File: config.mk
export PLATFORM = sky130hd
export DESIGN_NAME = tip_port_tile
export DESIGN_NICKNAME = d
export VERILOG_FILES = /design/src/common/tip_pkg.sv /design/src/verilog/tip_clock_block.sv /design/src/verilog/tip_port.sv /design/src/verilog/tip_port_tile.sv
export VERILOG_INCLUDE_DIRS = /design/src /design/src/common
export SDC_FILE = /design/constraint.sdc
export NUM_CORES = 2
export LEC_CHECK = 0
export BUFFER_PORTS_ARGS = -buffer_cell sky130_fd_sc_hd__buf_2
export CAP_MARGIN = 20
export CORE_MARGIN = 2
export CORE_UTILIZATION = 40
export CTS_CLUSTER_DIAMETER = 60
export CTS_CLUSTER_SIZE = 28
export DETAILED_ROUTE_END_ITERATION = 6
export GPL_TIMING_DRIVEN = 1
export PLACE_DENSITY = 0.59
export SLEW_MARGIN = 20
export SYNTH_ARGS = -nofsm -noshare
export SYNTH_HDL_FRONTEND = slang
export SYNTH_SLANG_ARGS = --single-unit
File: constraint.sdc
create_clock -name sys_clk -period 2.5 [get_ports sys_clk]
set_input_delay 0.125 -clock sys_clk [delete_from_list [all_inputs] [get_ports sys_clk]]
set_output_delay 0.125 -clock sys_clk [all_outputs]
set_load 0.01 [all_outputs]
File: src/common/tip_defines.svh
// offsets, field positions, reset values and timing of the timed i/o port tile
// assumes a 32-bit classic wishbone slave and sys_clk at 40 MHz
// Behaviour
// - all pins of one port drive together or sample together, never mixed
// - ports exist at widths 1, 4, 8, 16 and 32 on fixed pins
// - a port drives its pins or samples them, optionally waiting for a condition
// - each core access to a port completes within one cycle
// - open-collector ports pull low for zero and float for one, per port
// - data passes through a transfer register and a serdes stage
// - a 16-bit port counter can hold a transfer until a chosen count
// - the port counter is readable at any time
// - every transfer saves the counter as its timestamp
// - an enabled serial link cuts every port off the link pins 12 to 15; their pins outside the link still work
// - a narrower enabled port wins shared pins; unshared wider pins still work
// - a port always transfers at its full nominal width
// - six clock blocks; block 0 ticks every sys_clk cycle (40 MHz), others programmable
// - a clock block may take its clock from a one-bit port
// - that port clock may be divided before pacing ports
// - ports accept an incoming ready strobe and make an outgoing one
// - after reset every port is paced by clock block 0
// - pin conditions raise events to the scheduler, not interrupts
// - while reset is held every general-purpose pin has its pull-down on
`ifndef TIP_DEFINES_SVH
`define TIP_DEFINES_SVH
`define TIP_NPORT 6
`define TIP_NCB 6
`define TIP_NPIN 32
`define TIP_REG_CTRL 5'h00
`define TIP_REG_DATA 5'h04
`define TIP_REG_TIME 5'h08
`define TIP_REG_STAMP 5'h0c
`define TIP_REG_COND 5'h10
`define TIP_REG_STAT 5'h14
`define TIP_CB_BASE 12'h100
`define TIP_CB_MASK 12'hfe0
`define TIP_LINK_ADR 12'h180
`define TIP_LINK_PIN_LO 12
`define TIP_LINK_PIN_N 4
`define TIP_CTRL_W 10
`define TIP_CTRL_MASK 32'h0000_03ff
`define TIP_CB_W 18
`define TIP_CB_MASK_W 32'h0003_ffff
`define TIP_PORT_CTRL_RST 32'h0000_0000
`define TIP_CB_CTRL_RST 32'h0000_0000
`define TIP_PD_RST 32'hffff_ffff
`define TIP_REF_CLK_HZ 100000000
`define TIP_SYS_CLK_HZ 40000000
`define TIP_REF_DIV ((`TIP_SYS_CLK_HZ + `TIP_REF_CLK_HZ - 1) / `TIP_REF_CLK_HZ)
`endif

File: src/common/tip_pkg.sv
// shared types of the timed i/o port tile
// assumes nothing from its surroundings
package tip_pkg;
    typedef enum logic [1:0] {
        TIP_COND_NONE = 2'b00,
        TIP_COND_EQ   = 2'b01,
        TIP_COND_NE   = 2'b10
    } tip_cond_type;
    // laid out as the port control register, bit 0 last
    typedef struct packed {
        logic         rdy_out_en;
        logic         rdy_in_en;
        logic [2:0]   clk_sel;
        tip_cond_type cond;
        logic         oc;
        logic         dir_out;
        logic         en;
    } tip_port_cfg_type;
    typedef struct packed {
        logic        src_sel;
        logic        use_pin;
        logic [15:0] div;
    } tip_cb_cfg_type;
    typedef struct packed {
        logic        tx_push;
        logic        rx_pop;
        logic        time_set;
        logic [31:0] wdata;
    } tip_port_req_type;
    typedef struct packed {
        logic [15:0] cnt;
        logic [15:0] tv;
        logic [15:0] stamp;
        logic [31:0] tx;
        logic [31:0] sh;
        logic [31:0] rx;
        logic        armed;
        logic        tx_full;
        logic        sh_full;
        logic        rx_full;
        logic        strobe;
        logic        ev;
    } tip_port_state_type;
    typedef struct packed {
        logic        pin_prev;
        logic [15:0] cnt;
        logic        tick;
    } tip_cb_state_type;
endpackage

File: src/verilog/tip_clock_block.sv
// one clock block: turns the reference or a one-bit port pin into a tick enable
// assumes src_pins already synchronised to sys_clk
module tip_clock_block (
    input  logic                    sys_clk,
    input  logic                    reset,
    input  tip_pkg::tip_cb_cfg_type cfg,
    input  logic [1:0]              src_pins,
    output logic                    tick
);
    tip_pkg::tip_cb_state_type st_r;
    tip_pkg::tip_cb_state_type st_nxt;
    logic                      src_ev;

    always_comb begin
        st_nxt          = st_r;
        st_nxt.pin_prev = src_pins[cfg.src_sel];
        st_nxt.tick     = 1'b0;
        // rising pin edge as the clock source
        src_ev          = cfg.use_pin ? (st_nxt.pin_prev & ~st_r.pin_prev) : 1'b1;
        if (src_ev) begin
            if (st_r.cnt >= cfg.div) begin
                st_nxt.cnt  = 16'h0;
                st_nxt.tick = 1'b1;
            end else begin
                st_nxt.cnt = st_r.cnt + 16'h1;
            end
        end
    end

    always_ff @(posedge sys_clk) begin
        if (reset) begin
            st_r <= '0;
        end else begin
            st_r <= st_nxt;
        end
    end

    assign tick = st_r.tick;
endmodule // tip_clock_block

File: src/verilog/tip_port.sv
// one timed port: transfer register, serdes stage, counter and timestamp
// assumes pin_in and ready_in synchronised and tick a one-cycle enable
module tip_port #(
    parameter int W = 8
) (
    input  logic                        sys_clk,
    input  logic                        reset,
    input  logic                        tick,
    input  tip_pkg::tip_port_cfg_type   cfg,
    input  logic [W-1:0]                cond_val,
    input  logic [W-1:0]                pin_in,
    input  logic                        ready_in,
    input  tip_pkg::tip_port_req_type   req,
    output logic [W-1:0]                pin_out,
    output logic [W-1:0]                pin_oe,
    output tip_pkg::tip_port_state_type stat
);
    tip_pkg::tip_port_state_type st_r;
    tip_pkg::tip_port_state_type st_nxt;
    logic                        go;
    logic                        cond_ok;

    always_comb begin
        st_nxt    = st_r;
        st_nxt.ev = 1'b0;
        // one step per tick, wraps at 16 bits
        if (tick) st_nxt.cnt = st_r.cnt + 16'h1;
        // an armed time holds the transfer until the count matches
        go = tick & (~st_r.armed | (st_r.cnt == st_r.tv));
        case (cfg.cond)
            tip_pkg::TIP_COND_EQ: cond_ok = (pin_in == cond_val);
            tip_pkg::TIP_COND_NE: cond_ok = (pin_in != cond_val);
            default:              cond_ok = 1'b1;
        endcase
        if (!cfg.en) begin
            st_nxt.tx_full = 1'b0;
            st_nxt.sh_full = 1'b0;
            st_nxt.rx_full = 1'b0;
            st_nxt.strobe  = 1'b0;
        end else if (cfg.dir_out) begin
            if (tick) st_nxt.strobe = 1'b0;
            // transfer register moves into the serdes stage on the pins
            if (go && st_r.tx_full) begin
                st_nxt.sh      = st_r.tx;
                st_nxt.tx_full = 1'b0;
                st_nxt.armed   = 1'b0;
                st_nxt.stamp   = st_r.cnt;
                st_nxt.strobe  = cfg.rdy_out_en;
            end
            // a push into a full register is dropped; software checks status
            if (req.tx_push && !st_r.tx_full) begin
                st_nxt.tx      = 32'(req.wdata[W-1:0]);
                st_nxt.tx_full = 1'b1;
            end
        end else begin
            // sample once condition and ready strobe agree
            if (go && cond_ok && !st_r.sh_full && (!cfg.rdy_in_en || ready_in)) begin
                st_nxt.sh      = 32'(pin_in);
                st_nxt.sh_full = 1'b1;
                st_nxt.armed   = 1'b0;
                st_nxt.stamp   = st_r.cnt;
            end
            if (req.rx_pop) st_nxt.rx_full = 1'b0;
            if (st_r.sh_full && !st_r.rx_full) begin
                st_nxt.rx      = st_r.sh;
                st_nxt.rx_full = 1'b1;
                st_nxt.sh_full = 1'b0;
                st_nxt.ev      = 1'b1;
            end
        end
        if (req.time_set) begin
            st_nxt.tv    = req.wdata[15:0];
            st_nxt.armed = 1'b1;
        end
    end

    always_ff @(posedge sys_clk) begin
        if (reset) begin
            st_r <= '0;
        end else begin
            st_r <= st_nxt;
        end
    end

    assign stat    = st_r;
    assign pin_out = st_r.sh[W-1:0];
    // one enable for all pins; open collector floats the ones
    assign pin_oe  = (cfg.en && cfg.dir_out) ? (cfg.oc ? ~st_r.sh[W-1:0] : '1) : '0;
endmodule // tip_port

File: src/verilog/tip_port_tile.sv
// top of the timed i/o port tile: six ports, six clock blocks, pin sharing
// and a classic wishbone register slave
// assumes pad inputs asynchronous to sys_clk and a single-beat wishbone master
//
// The Wishbone register port and the address map were decided locally.
`include "tip_defines.svh"

module tip_port_tile (
    input  logic                  sys_clk,
    input  logic                  reset,
    input  logic                  wb_cyc,
    input  logic                  wb_stb,
    input  logic                  wb_we,
    input  logic [11:0]           wb_adr,
    input  logic [3:0]            wb_sel,
    input  logic [31:0]           wb_wdat,
    output logic [31:0]           wb_rdat,
    output logic                  wb_ack,
    input  logic [`TIP_NPIN-1:0]  pin_in,
    output logic [`TIP_NPIN-1:0]  pin_out,
    output logic [`TIP_NPIN-1:0]  pin_oe,
    output logic [`TIP_NPIN-1:0]  pin_pulldown_en,
    input  logic [`TIP_NPORT-1:0] ready_in,
    output logic [`TIP_NPORT-1:0] outgoing_strobe,
    output logic [`TIP_NPORT-1:0] port_event
);
    localparam int NP   = `TIP_NPORT;
    localparam int NC   = `TIP_NCB;
    localparam int NPIN = `TIP_NPIN;
    // widths narrowest first; index order is also pin precedence
    localparam int PW [NP] = '{1, 1, 4, 8, 16, 32};
    localparam int PB [NP] = '{16, 17, 0, 0, 0, 0};

    logic [NPIN-1:0] pin_s1_r;
    logic [NPIN-1:0] pin_s2_r;
    logic [NP-1:0]   rdy_s1_r;
    logic [NP-1:0]   rdy_s2_r;

    // register file
    logic [31:0] ctrl_r   [NP];
    logic [31:0] ctrl_nxt [NP];
    logic [31:0] cond_r   [NP];
    logic [31:0] cond_nxt [NP];
    logic [31:0] cb_r     [NC];
    logic [31:0] cb_nxt   [NC];
    logic        link_r;
    logic        link_nxt;
    logic        ack_r;
    logic        ack_nxt;
    logic [31:0] rdat_r;
    logic [31:0] rdat_nxt;

    // bus decode
    logic        acc;
    logic        port_hit;
    logic        cb_hit;
    logic        link_hit;
    logic [2:0]  idx;
    logic [2:0]  cidx;
    logic [4:0]  off;
    logic [31:0] wmask;

    // port and clock block wiring
    tip_pkg::tip_port_cfg_type   p_cfg  [NP];
    tip_pkg::tip_port_req_type   p_req  [NP];
    tip_pkg::tip_port_state_type p_st   [NP];
    logic [31:0]                 p_out  [NP];
    logic [31:0]                 p_oe   [NP];
    logic [NP-1:0]               p_tick;
    tip_pkg::tip_cb_cfg_type     cb_cfg [NC];
    logic [NC-1:0]               cb_tick;

    // pin side
    logic [NPIN-1:0] pout_r;
    logic [NPIN-1:0] pout_nxt;
    logic [NPIN-1:0] poe_r;
    logic [NPIN-1:0] poe_nxt;
    logic [NPIN-1:0] pd_r;
    logic [NPIN-1:0] pd_nxt;
    logic [NP-1:0]   strb_r;
    logic [NP-1:0]   strb_nxt;
    logic [NP-1:0]   ev_r;
    logic [NP-1:0]   ev_nxt;

    // pads are asynchronous, two stages before anything looks at them
    always_ff @(posedge sys_clk) begin
        if (reset) begin
            pin_s1_r <= '0;
            pin_s2_r <= '0;
            rdy_s1_r <= '0;
            rdy_s2_r <= '0;
        end else begin
            pin_s1_r <= pin_in;
            pin_s2_r <= pin_s1_r;
            rdy_s1_r <= ready_in;
            rdy_s2_r <= rdy_s1_r;
        end
    end

    always_comb begin
        acc      = wb_cyc & wb_stb & ~ack_r;
        idx      = wb_adr[7:5];
        off      = wb_adr[4:0];
        cidx     = wb_adr[4:2];
        port_hit = (wb_adr < `TIP_CB_BASE) && (int'(idx) < NP);
        cb_hit   = ((wb_adr & `TIP_CB_MASK) == `TIP_CB_BASE) && (int'(cidx) < NC);
        link_hit = (wb_adr == `TIP_LINK_ADR);
        wmask    = {{8{wb_sel[3]}}, {8{wb_sel[2]}}, {8{wb_sel[1]}}, {8{wb_sel[0]}}};
    end

    always_comb begin
        ctrl_nxt = ctrl_r;
        cond_nxt = cond_r;
        cb_nxt   = cb_r;
        link_nxt = link_r;
        rdat_nxt = '0;
        // every access answered the cycle after it is seen
        ack_nxt  = acc;
        for (int i = 0; i < NP; i++) begin
            p_req[i] = '{tx_push: 1'b0, rx_pop: 1'b0, time_set: 1'b0, wdata: wb_wdat};
        end
        if (acc && port_hit) begin
            case (off)
                `TIP_REG_CTRL: begin
                    rdat_nxt = ctrl_r[idx];
                    if (wb_we) begin
                        ctrl_nxt[idx] = ((ctrl_r[idx] & ~wmask) | (wb_wdat & wmask))
                                        & `TIP_CTRL_MASK;
                    end
                end
                `TIP_REG_DATA: begin
                    rdat_nxt           = p_st[idx].rx;
                    p_req[idx].tx_push = wb_we;
                    p_req[idx].rx_pop  = ~wb_we;
                end
                `TIP_REG_TIME: begin
                    // live count, whatever transfer is pending
                    rdat_nxt             = {16'h0, p_st[idx].cnt};
                    p_req[idx].time_set  = wb_we;
                end
                `TIP_REG_STAMP: begin
                    rdat_nxt = {16'h0, p_st[idx].stamp};
                end
                `TIP_REG_COND: begin
                    rdat_nxt = cond_r[idx];
                    if (wb_we) begin
                        cond_nxt[idx] = (cond_r[idx] & ~wmask) | (wb_wdat & wmask);
                    end
                end
                `TIP_REG_STAT: begin
                    rdat_nxt = {30'h0, p_st[idx].tx_full, p_st[idx].rx_full};
                end
                default: begin
                    rdat_nxt = '0;
                end
            endcase
        end else if (acc && cb_hit) begin
            rdat_nxt = cb_r[cidx];
            // block 0 stays on the reference, so it ignores writes
            if (wb_we && cidx != 3'h0) begin
                cb_nxt[cidx] = ((cb_r[cidx] & ~wmask) | (wb_wdat & wmask)) & `TIP_CB_MASK_W;
            end
        end else if (acc && link_hit) begin
            rdat_nxt = {31'h0, link_r};
            if (wb_we && wb_sel[0]) begin
                link_nxt = wb_wdat[0];
            end
        end
    end

    always_ff @(posedge sys_clk) begin
        if (reset) begin
            // clock select field resets to block 0
            for (int i = 0; i < NP; i++) begin
                ctrl_r[i] <= `TIP_PORT_CTRL_RST;
                cond_r[i] <= '0;
            end
            for (int k = 0; k < NC; k++) begin
                cb_r[k] <= `TIP_CB_CTRL_RST;
            end
            link_r <= 1'b0;
            ack_r  <= 1'b0;
            rdat_r <= '0;
        end else begin
            ctrl_r <= ctrl_nxt;
            cond_r <= cond_nxt;
            cb_r   <= cb_nxt;
            link_r <= link_nxt;
            ack_r  <= ack_nxt;
            rdat_r <= rdat_nxt;
        end
    end

    for (genvar k = 0; k < NC; k++) begin : g_cb
        // block 0 ticks every sys_clk cycle, the rest as programmed
        if (k == 0) begin : g_ref
            assign cb_cfg[k] = '{src_sel: 1'b0,
                                 use_pin: 1'b0,
                                 div:     16'(`TIP_REF_DIV - 1)};
        end else begin : g_prog
            assign cb_cfg[k] = tip_pkg::tip_cb_cfg_type'(cb_r[k][`TIP_CB_W-1:0]);
        end
        tip_clock_block u_cb (
            .sys_clk  (sys_clk),
            .reset    (reset),
            .cfg      (cb_cfg[k]),
            .src_pins ({pin_s2_r[PB[1]], pin_s2_r[PB[0]]}),
            .tick     (cb_tick[k])
        );
    end

    for (genvar i = 0; i < NP; i++) begin : g_port
        logic [PW[i]-1:0] outw;
        logic [PW[i]-1:0] oew;

        assign p_cfg[i]  = tip_pkg::tip_port_cfg_type'(ctrl_r[i][`TIP_CTRL_W-1:0]);
        // unused clock select codes leave the port unclocked
        assign p_tick[i] = (int'(p_cfg[i].clk_sel) < NC) ? cb_tick[p_cfg[i].clk_sel] : 1'b0;
        assign p_out[i]  = 32'(outw);
        assign p_oe[i]   = 32'(oew);

        tip_port #(
            .W (PW[i])
        ) u_port (
            .sys_clk  (sys_clk),
            .reset    (reset),
            .tick     (p_tick[i]),
            .cfg      (p_cfg[i]),
            .cond_val (cond_r[i][PW[i]-1:0]),
            // all own pins sampled, shared or not
            .pin_in   (pin_s2_r[PB[i] +: PW[i]]),
            .ready_in (rdy_s2_r[i]),
            .req      (p_req[i]),
            .pin_out  (outw),
            .pin_oe   (oew),
            .stat     (p_st[i])
        );
    end

    always_comb begin
        int  own;
        logic in_link;
        own      = NP;
        in_link  = 1'b0;
        pout_nxt = '0;
        poe_nxt  = '0;
        pd_nxt   = '0;
        for (int j = 0; j < NPIN; j++) begin
            own     = NP;
            in_link = link_r && (j >= `TIP_LINK_PIN_LO)
                      && (j < `TIP_LINK_PIN_LO + `TIP_LINK_PIN_N);
            // narrowest enabled port owns a shared pin
            for (int i = NP - 1; i >= 0; i--) begin
                if (p_cfg[i].en && (j >= PB[i]) && (j < PB[i] + PW[i])) begin
                    own = i;
                end
            end
            // link pins cut off every port mapped there
            if (in_link) begin
                own = NP;
            end
            if (own < NP) begin
                pout_nxt[j] = p_out[own][j - PB[own]];
                poe_nxt[j]  = p_oe[own][j - PB[own]];
                pd_nxt[j]   = ~p_cfg[own].dir_out;
            end else begin
                pd_nxt[j] = ~in_link;
            end
        end
        for (int i = 0; i < NP; i++) begin
            strb_nxt[i] = p_st[i].strobe;
            // fresh input data goes straight out as an event
            ev_nxt[i]   = p_st[i].ev;
        end
    end

    always_ff @(posedge sys_clk) begin
        if (reset) begin
            pout_r <= '0;
            poe_r  <= '0;
            // pull-downs on while reset is held
            pd_r   <= `TIP_PD_RST;
            strb_r <= '0;
            ev_r   <= '0;
        end else begin
            pout_r <= pout_nxt;
            poe_r  <= poe_nxt;
            pd_r   <= pd_nxt;
            strb_r <= strb_nxt;
            ev_r   <= ev_nxt;
        end
    end

    assign wb_ack          = ack_r;
    assign wb_rdat         = rdat_r;
    assign pin_out         = pout_r;
    assign pin_oe          = poe_r;
    assign pin_pulldown_en = pd_r;
    assign outgoing_strobe = strb_r;
    assign port_event      = ev_r;
endmodule // tip_port_tile
After elaboration in Yosys (flattened, before gate mapping) --
Memories as Yosys holds them, arrays and structs flattened. Cells that the tools add are included.
Cells by class: add/subtract/negate cells 44, $lt $le $gt $ge 76, equality and inequality tests 49, multiplexer cells 485, bitwise gates (word level) 89, reductions and logical operators 202
Operators with widths (count):
- two-way mux 32 bit | 78
- binary-select mux 32 bit (select 3 bit) | 17
- less-than comparator 32 x 7 -> 1 bit, second input constant | 32
- bitwise mux 210 bit | 3
- bitwise mux 192 bit | 3
- subtractor 6 x 32 -> 32 bit, first input constant | 16
- binary-select mux 150 bit (select 3 bit) | 1
- one-hot mux 210 bit (2 select lines) | 1
- two-way mux 16 bit | 25
- binary-select mux 1 bit (select 5 bit) | 64
- demux 35 bit (select 3 bit) | 3
- two-way mux 150 bit | 2
- inverter 32 bit | 8
- subtractor 5 x 32 -> 32 bit, first input constant | 8
- two-way mux 1 bit | 231
- >= comparator 32 x 4 -> 1 bit, second input constant | 7
- binary-select mux 10 bit (select 3 bit) | 7
- two-way mux 210 bit | 1
- adder 16 x 1 -> 16 bit, second input constant | 12
- demux 32 bit (select 3 bit) | 2
- less-than comparator 32 x 4 -> 1 bit, second input constant | 6
- one-hot mux 32 bit (6 select lines) | 1
- subtractor 4 x 32 -> 32 bit, first input constant | 4
- equality test 16 bit | 7
- 62 further kinds | 406
Storage, ports and cells: register bits 1658, ROM bits 1792, input bits 91, output and inout bits 141, word-level logic and storage cells 1085, memories 7
Memories:
- (name not given) | depth 8, bits a word 32, rd ports 1, clocked after memory_dff 0, wr ports 0, line tip_port_tile.sv:264 | poe_nxt[j] = p_oe[own][j - PB[own]];
- (name not given) | depth 8, bits a word 32, rd ports 1, clocked after memory_dff 0, wr ports 0, line tip_port_tile.sv:264
- (name not given) | depth 8, bits a word 32, rd ports 1, clocked after memory_dff 0, wr ports 0, line tip_port_tile.sv:264
- (name not given) | depth 8, bits a word 32, rd ports 1, clocked after memory_dff 0, wr ports 0, line tip_port_tile.sv:264
- (name not given) | depth 8, bits a word 32, rd ports 1, clocked after memory_dff 0, wr ports 0, line tip_port_tile.sv:264
- (name not given) | depth 8, bits a word 32, rd ports 1, clocked after memory_dff 0, wr ports 0, line tip_port_tile.sv:264
- +1 memories

Logic depth before layout (Yosys ltp) --
depth after elaboration 12, gate-level depth with buffers 11, mapped depth without buffers 9

Cells and area by module --
Synthesis repeated with hierarchy kept, for this count alone.
Unflattened totals: cells, all modules 6942, area, all modules 59681.0 um2
By module, submodules not included:
- tip_port_tile | instances 1, cells each 3008, area each 25607.1 um2, sequential area each 11070.6 um2
- tip_clock_block | instances 6, cells each 146, area each 1248.7 um2, sequential area each 360.3 um2
- tip_port at g_port[5].u_port | instances 1, cells each 817, area each 7074.3 um2, sequential area each 3002.9 um2
- tip_port at g_port[0].u_port ... | instances 2, cells each 380, area each 3329.4 um2, sequential area each 1141.1 um2
- tip_port at g_port[4].u_port | instances 1, cells each 586, area each 5091.1 um2, sequential area each 2042.0 um2
- tip_port at g_port[3].u_port | instances 1, cells each 478, area each 4050.1 um2, sequential area each 1561.5 um2
- tip_port at g_port[2].u_port | instances 1, cells each 417, area each 3707.3 um2, sequential area each 1321.3 um2

Worst setup path before layout --
OpenSTA, ideal clock, no wires.
kind flip-flop to flip-flop, from reg g_cb[3].u_cb.st_r[1] (netlist bit), to reg g_cb[3].u_cb.st_r[10] (netlist bit), setup time 0.086 ns, data arrival time 2.312 ns, data required time 2.414 ns, slack 0.102 ns, cell stages (with the launch flop) 12, path buffers 2, clock period less this slack 2.398 ns, path through dfxtp_1 inv_1 ha_1 nand2b_1 a21o_1 a21o_1 a211oi_1 o211ai_1 a221o_1 clkbuf_1 clkbuf_1 a211oi_1
On the way: cells in the longest elaborated chain, start to end 2, elaborated cells on any way between the ends 3, those cells by class 1 x add/sub; 1 x order compare; 1 x mux
RTL lines:
- start: declaration | line tip_clock_block.sv:10 | tip_pkg::tip_cb_state_type st_r;
- start signal: assignment | line tip_clock_block.sv:34 | st_r <= st_nxt;
- adder 16 x 1 -> 16 bit or >= comparator 16 bit (tied branches) | line tip_clock_block.sv:25, tip_clock_block.sv:21
- two-way mux 16 bit * | line tip_clock_block.sv:21 | if (st_r.cnt >= cfg.div) begin
Mark *: on every way between the ends. The rest lies on a longest branch, timed or not. A chain may end at the register's enable or synchronous reset.

Worst setup path in the final report --
from reg g_cb[2].u_cb.st_r (netlist bit g_cb[2].u_cb.tick), to reg g_port[5].u_port.st_r (netlist bit g_port[5].u_port.stat[143])
On the way: cells in the longest elaborated chain, start to end 3
RTL lines:
- start: declaration | line tip_clock_block.sv:10
- start signal: assignment | line tip_clock_block.sv:34
- binary-select mux 1 bit (select 3 bit) | line tip_port_tile.sv:218 | assign p_tick[i] = (int'(p_cfg[i].clk_sel) < NC) ? cb_tick[p_cfg[i].clk_sel] : 1'b0;
- two-way mux 1 bit (not written as such) | line tip_port_tile.sv:218
- two-way mux 1 bit | line tip_port_tile.sv:218
- end signal: assignment | line tip_port.sv:81 | st_r <= st_nxt;
- end: declaration | line tip_port.sv:18 | tip_pkg::tip_port_state_type st_r;
Every way passes these cells. The select of a mux whose other input is x is not followed.

==> results.md <==
- Post-DP Area: 58400 µm²
- Flops & latches, synth: 1154
- First-pass GRT wire length: 303 mm
- Vias in the first global route: 44342
- Combinational family with the most area after synthesis: simple AND/OR/NAND/NOR gates
- CP Capture Type: flop
- Drt drc: 0
- Top FF cell, synth: dfxtp_1
- Die Ht: 366 µm
- 1st-pass router iterations: 6
- Fin. max-slew vios: 0
- Worst slew margin: 0.185
- Core area: 130000 µm²
- Final Hold Vio Count: 0
- Root buf cell: clkbuf_16
- Post-route ant nets: 0
- Vias: 48442
- Leakage: 24.1 nW
- Synthesis-to-finish area growth: 21.2%
- Grt met3 use: 0.0511
- Sequential area share after synthesis: 0.441
- I/O pins: 232
- Yosys warnings: 0
- Detailed Place HPWL: 152 mm
- Type of origin of the critical path: flop
- GR Util met1: 0.428
- Hold WC Path Type: in -> reg
- Worst skew pair latency: 0.76 ns
- Port Buf Inserts: 231
- Crit path time final: 2.47 ns
- Synth cell types: 84
- Synth Area in Simple Gates: 0.195
- Final Instance Count excl. Fillers: 8575
- GR peak layer: met2
- Die area: 134000 µm²
- Pwr per Cell Area: 609 nW/µm²
- Largest net degree at the start of global routing: 201
- CP Data Required Time: 3.06 ns
- Asr flop ratio synth: 0
- CP max-delay cell: dfxtp_1
- Post-Place Cells: 8286
- Initial core utilization: 0.404
- Max_cap viols: 0
- DR vias/cell: 5.65
- CTS Buf Count: 106
- Top delay family on crit path: simple AND/OR/NAND/NOR gates
- 1st-iter DRT viols: 5999
- Synth Net Count: 6465
- H-tree depth: 3
- Fmax: 405 MHz
- Initial antenna violation count: 16
- Post-Synth XOR/XNOR Area: 0.0526
- RSZ-0062 raised after global routing: true
- Most frequent CP cell: and3_1
- CP peak stage delay: 0.57 ns
- Clock sinks: 1154
- Clock skew: 0.0542 ns
- Width of the chip: 366 µm
- Crit Path Max Fanout: 6
- Setup CP Type: reg -> reg
- Outcome: finished, final reports clean
- Final Setup Violations: 0
- Remaining Overflow, GRT: 0
- Slew at the pin closest to its max-slew limit: 1.22 ns
- Total global-route track usage: 0.301
- GPL Wtd Cong: 0.995
- Wire per inst: 24.5 µm
- Nets: 6934
- Drt total wl: 210 mm
- Critical Path AT: 3.02 ns
- Worst vdd ir: 533 µV
- Met2 usage: 0.443
- Rows: 132
- CTS tree: built
- Syn avg cell area: 8.36 µm²
- Clock slew seen by the registers of the worst setup and hold paths: 0.08 ns
- Post-synthesis compound-gate area fraction: 0.157
- Layout cell share with drive strength beyond 1: 0.176
- Max clock buf depth: 3
- Adder-Cell Fraction of Synth Area: 0.0246
- CP bufs+invs: 1
- Post-synthesis mux area share: 0.0781
- Fin Setup TNS: 0 ns
- Fin crit share: 0.986
- Total power: 38.7 mW
- Cell Area, Synth: 52400 µm²
- Number of synthesized flops with an enable pin: 0
- Post-route cell area: 63500 µm²
- Post-Synthesis Cells: 6271
- Critical-path cell list: mux2i_1 -> o2bb2ai_2 -> buf_4 -> and3_1 -> and3_1 -> nand4_1 -> xor2_1 -> nor2_1
routing by layer:
layer	share of wire	up-vias	routed length, µm
met1	0.43	23189	91000
met4	0.052	16	11000
met5	0.00052	-	109
li1	-	22333	-
met3	0.092	456	19300
met2	0.42	2448	89000
placed cells by master, fill, tap and decap left out, types with 13 or more instances in the layout:
cell and instances:
dfxtp_1 1139, nand2_1 966, nor2_1 847, a21oi_1 744
buf_4 468, buf_2 228, mux2i_1 221, xnor2_1 161
xor2_1 151, inv_1 145, nor2b_1 137, o21ai_0 118
clkbuf_16 110, ha_1 103, a22oi_1 89, nand4_1 81
nand3_1 79, dlygate4sd3_1 76, mux2_2 63, and3_1 62
buf_12 62, a211oi_1 61, o22ai_1 61, nor3_1 53
mux4_2 50, a22o_1 46, nand2b_1 34, a21o_1 34
and2_1 27, inv_6 21, o21a_1 20, a211oi_2 19
o21ai_1 19, clkinv_8 18, a221oi_1 17, o211ai_1 16
nor4_1 14, dfxtp_2 14, o221ai_1 13
stage by stage:
stage	setup slack, ns	util	hold WS (ns)
final	0.0338	0.489	0.0518
after global routing	-0.0503	0.489	0.0661
after CTS	-0.000226	0.486	0.00248
after detailed placement	-0.197	0.450	0.344
after global placement	-0.205	0.450	0.339
after floorplan	0.102	-	0.253
power by group:
group	internal, mW	switching, mW	total, mW
sequential	18.4	0.0741	18.5
clock	9.19	8.73	17.9
combinational	0.747	1.49	2.24
final cells by class:
type / instances / area (µm²)
Antenna cell: 1 / 2.50
Clock buffer: 119 / 2830
Clock inverter: 81 / 1030
Fill cell: 12605 / 66300
Inverter: 148 / 556
Multi-Input combinational cell: 4488 / 27000
Sequential cell: 1154 / 23100
Tap cell: 1742 / 2180
Timing Repair Buffer: 842 / 6760
synthesized netlist by cell type (12+ instances only):
cell type | count | share of area
dfxtp_1 | 1154 | 0.44
nand2_1 | 970 | 0.069
nor2_1 | 850 | 0.061
a21oi_1 | 744 | 0.071
clkbuf_1 | 340 | 0.024
mux2i_1 | 222 | 0.042
xnor2_1 | 164 | 0.027
xor2_1 | 151 | 0.025
inv_1 | 146 | 0.010
nor2b_1 | 139 | 0.017
o21ai_0 | 123 | 0.012
ha_1 | 103 | 0.025
a22oi_1 | 89 | 0.013
nand4_1 | 81 | 0.0097
nand3_1 | 79 | 0.0075
a211oi_1 | 76 | 0.011
buf_2 | 75 | 0.0072
mux2_2 | 64 | 0.014
and3_1 | 62 | 0.0074
o22ai_1 | 61 | 0.0073
nor3_1 | 54 | 0.0052
mux4_2 | 50 | 0.021
a22o_1 | 46 | 0.0077
buf_4 | 38 | 0.0054
a21o_1 | 34 | 0.0049
nand2b_1 | 34 | 0.0041
and2_1 | 27 | 0.0032
a2111oi_0 | 23 | 0.0038
buf_1 | 23 | 0.0016
o21a_1 | 21 | 0.0030
a221oi_1 | 17 | 0.0028
nor4_1 | 17 | 0.0020
o21ai_1 | 17 | 0.0016
o211ai_1 | 16 | 0.0023
o221ai_1 | 13 | 0.0022
a31oi_1 | 12 | 0.0014
path summary, 6_finish.rpt:
path,startpoint,endpoint,slack [ns],cells after the start
max,g_cb[2].u_cb.tick,g_port[5].u_port.stat[143],0.03,8
min reg2reg,pin_s1_r[21],pin_s2_r[21],0.43,1
min,wb_sel[3],cond_r[24],0.05,6
max reg2reg,g_cb[2].u_cb.tick,g_port[5].u_port.stat[143],0.03,8
logic make-up after synthesis:
group / after synthesis
xor gates and xnor gates: 315
and+or+nand+nor: 2365
DFF: 1154
buffers and inverters: 635
adders and majority gates: 103
muxes: 338
AOI/OAI and AO/OA: 1361
worst min-delay path, delay by kind of cell:
family,cells,cell delay (ns)
simple gates,2,0.14
compound gates,2,0.13
buf+inv,2,0.36
sequential cells by signal (all words and copies together) (netlist names), 18 cells and up:
register and flops:
g_port.u_port.stat 448, cond_r 192, cb_cfg 90, g_cb.u_cb.st_r 85, g_port.u_port.pin_out 62, ctrl_r 60
pin_oe 32, pin_out 32, pin_s1_r 32, pin_s2_r 32, wb_rdat 32, cb_r 18
timing repair:
item,in CTS,in global routing
endpoints found under the hold margin,324,1
pin swaps,1,15
buffers inserted,0,4
endpoints found under the setup margin,53,185
gates cloned,0,7
resized for setup,13,82
hold buffers,75,1
(Power assumes the default switching activity.)
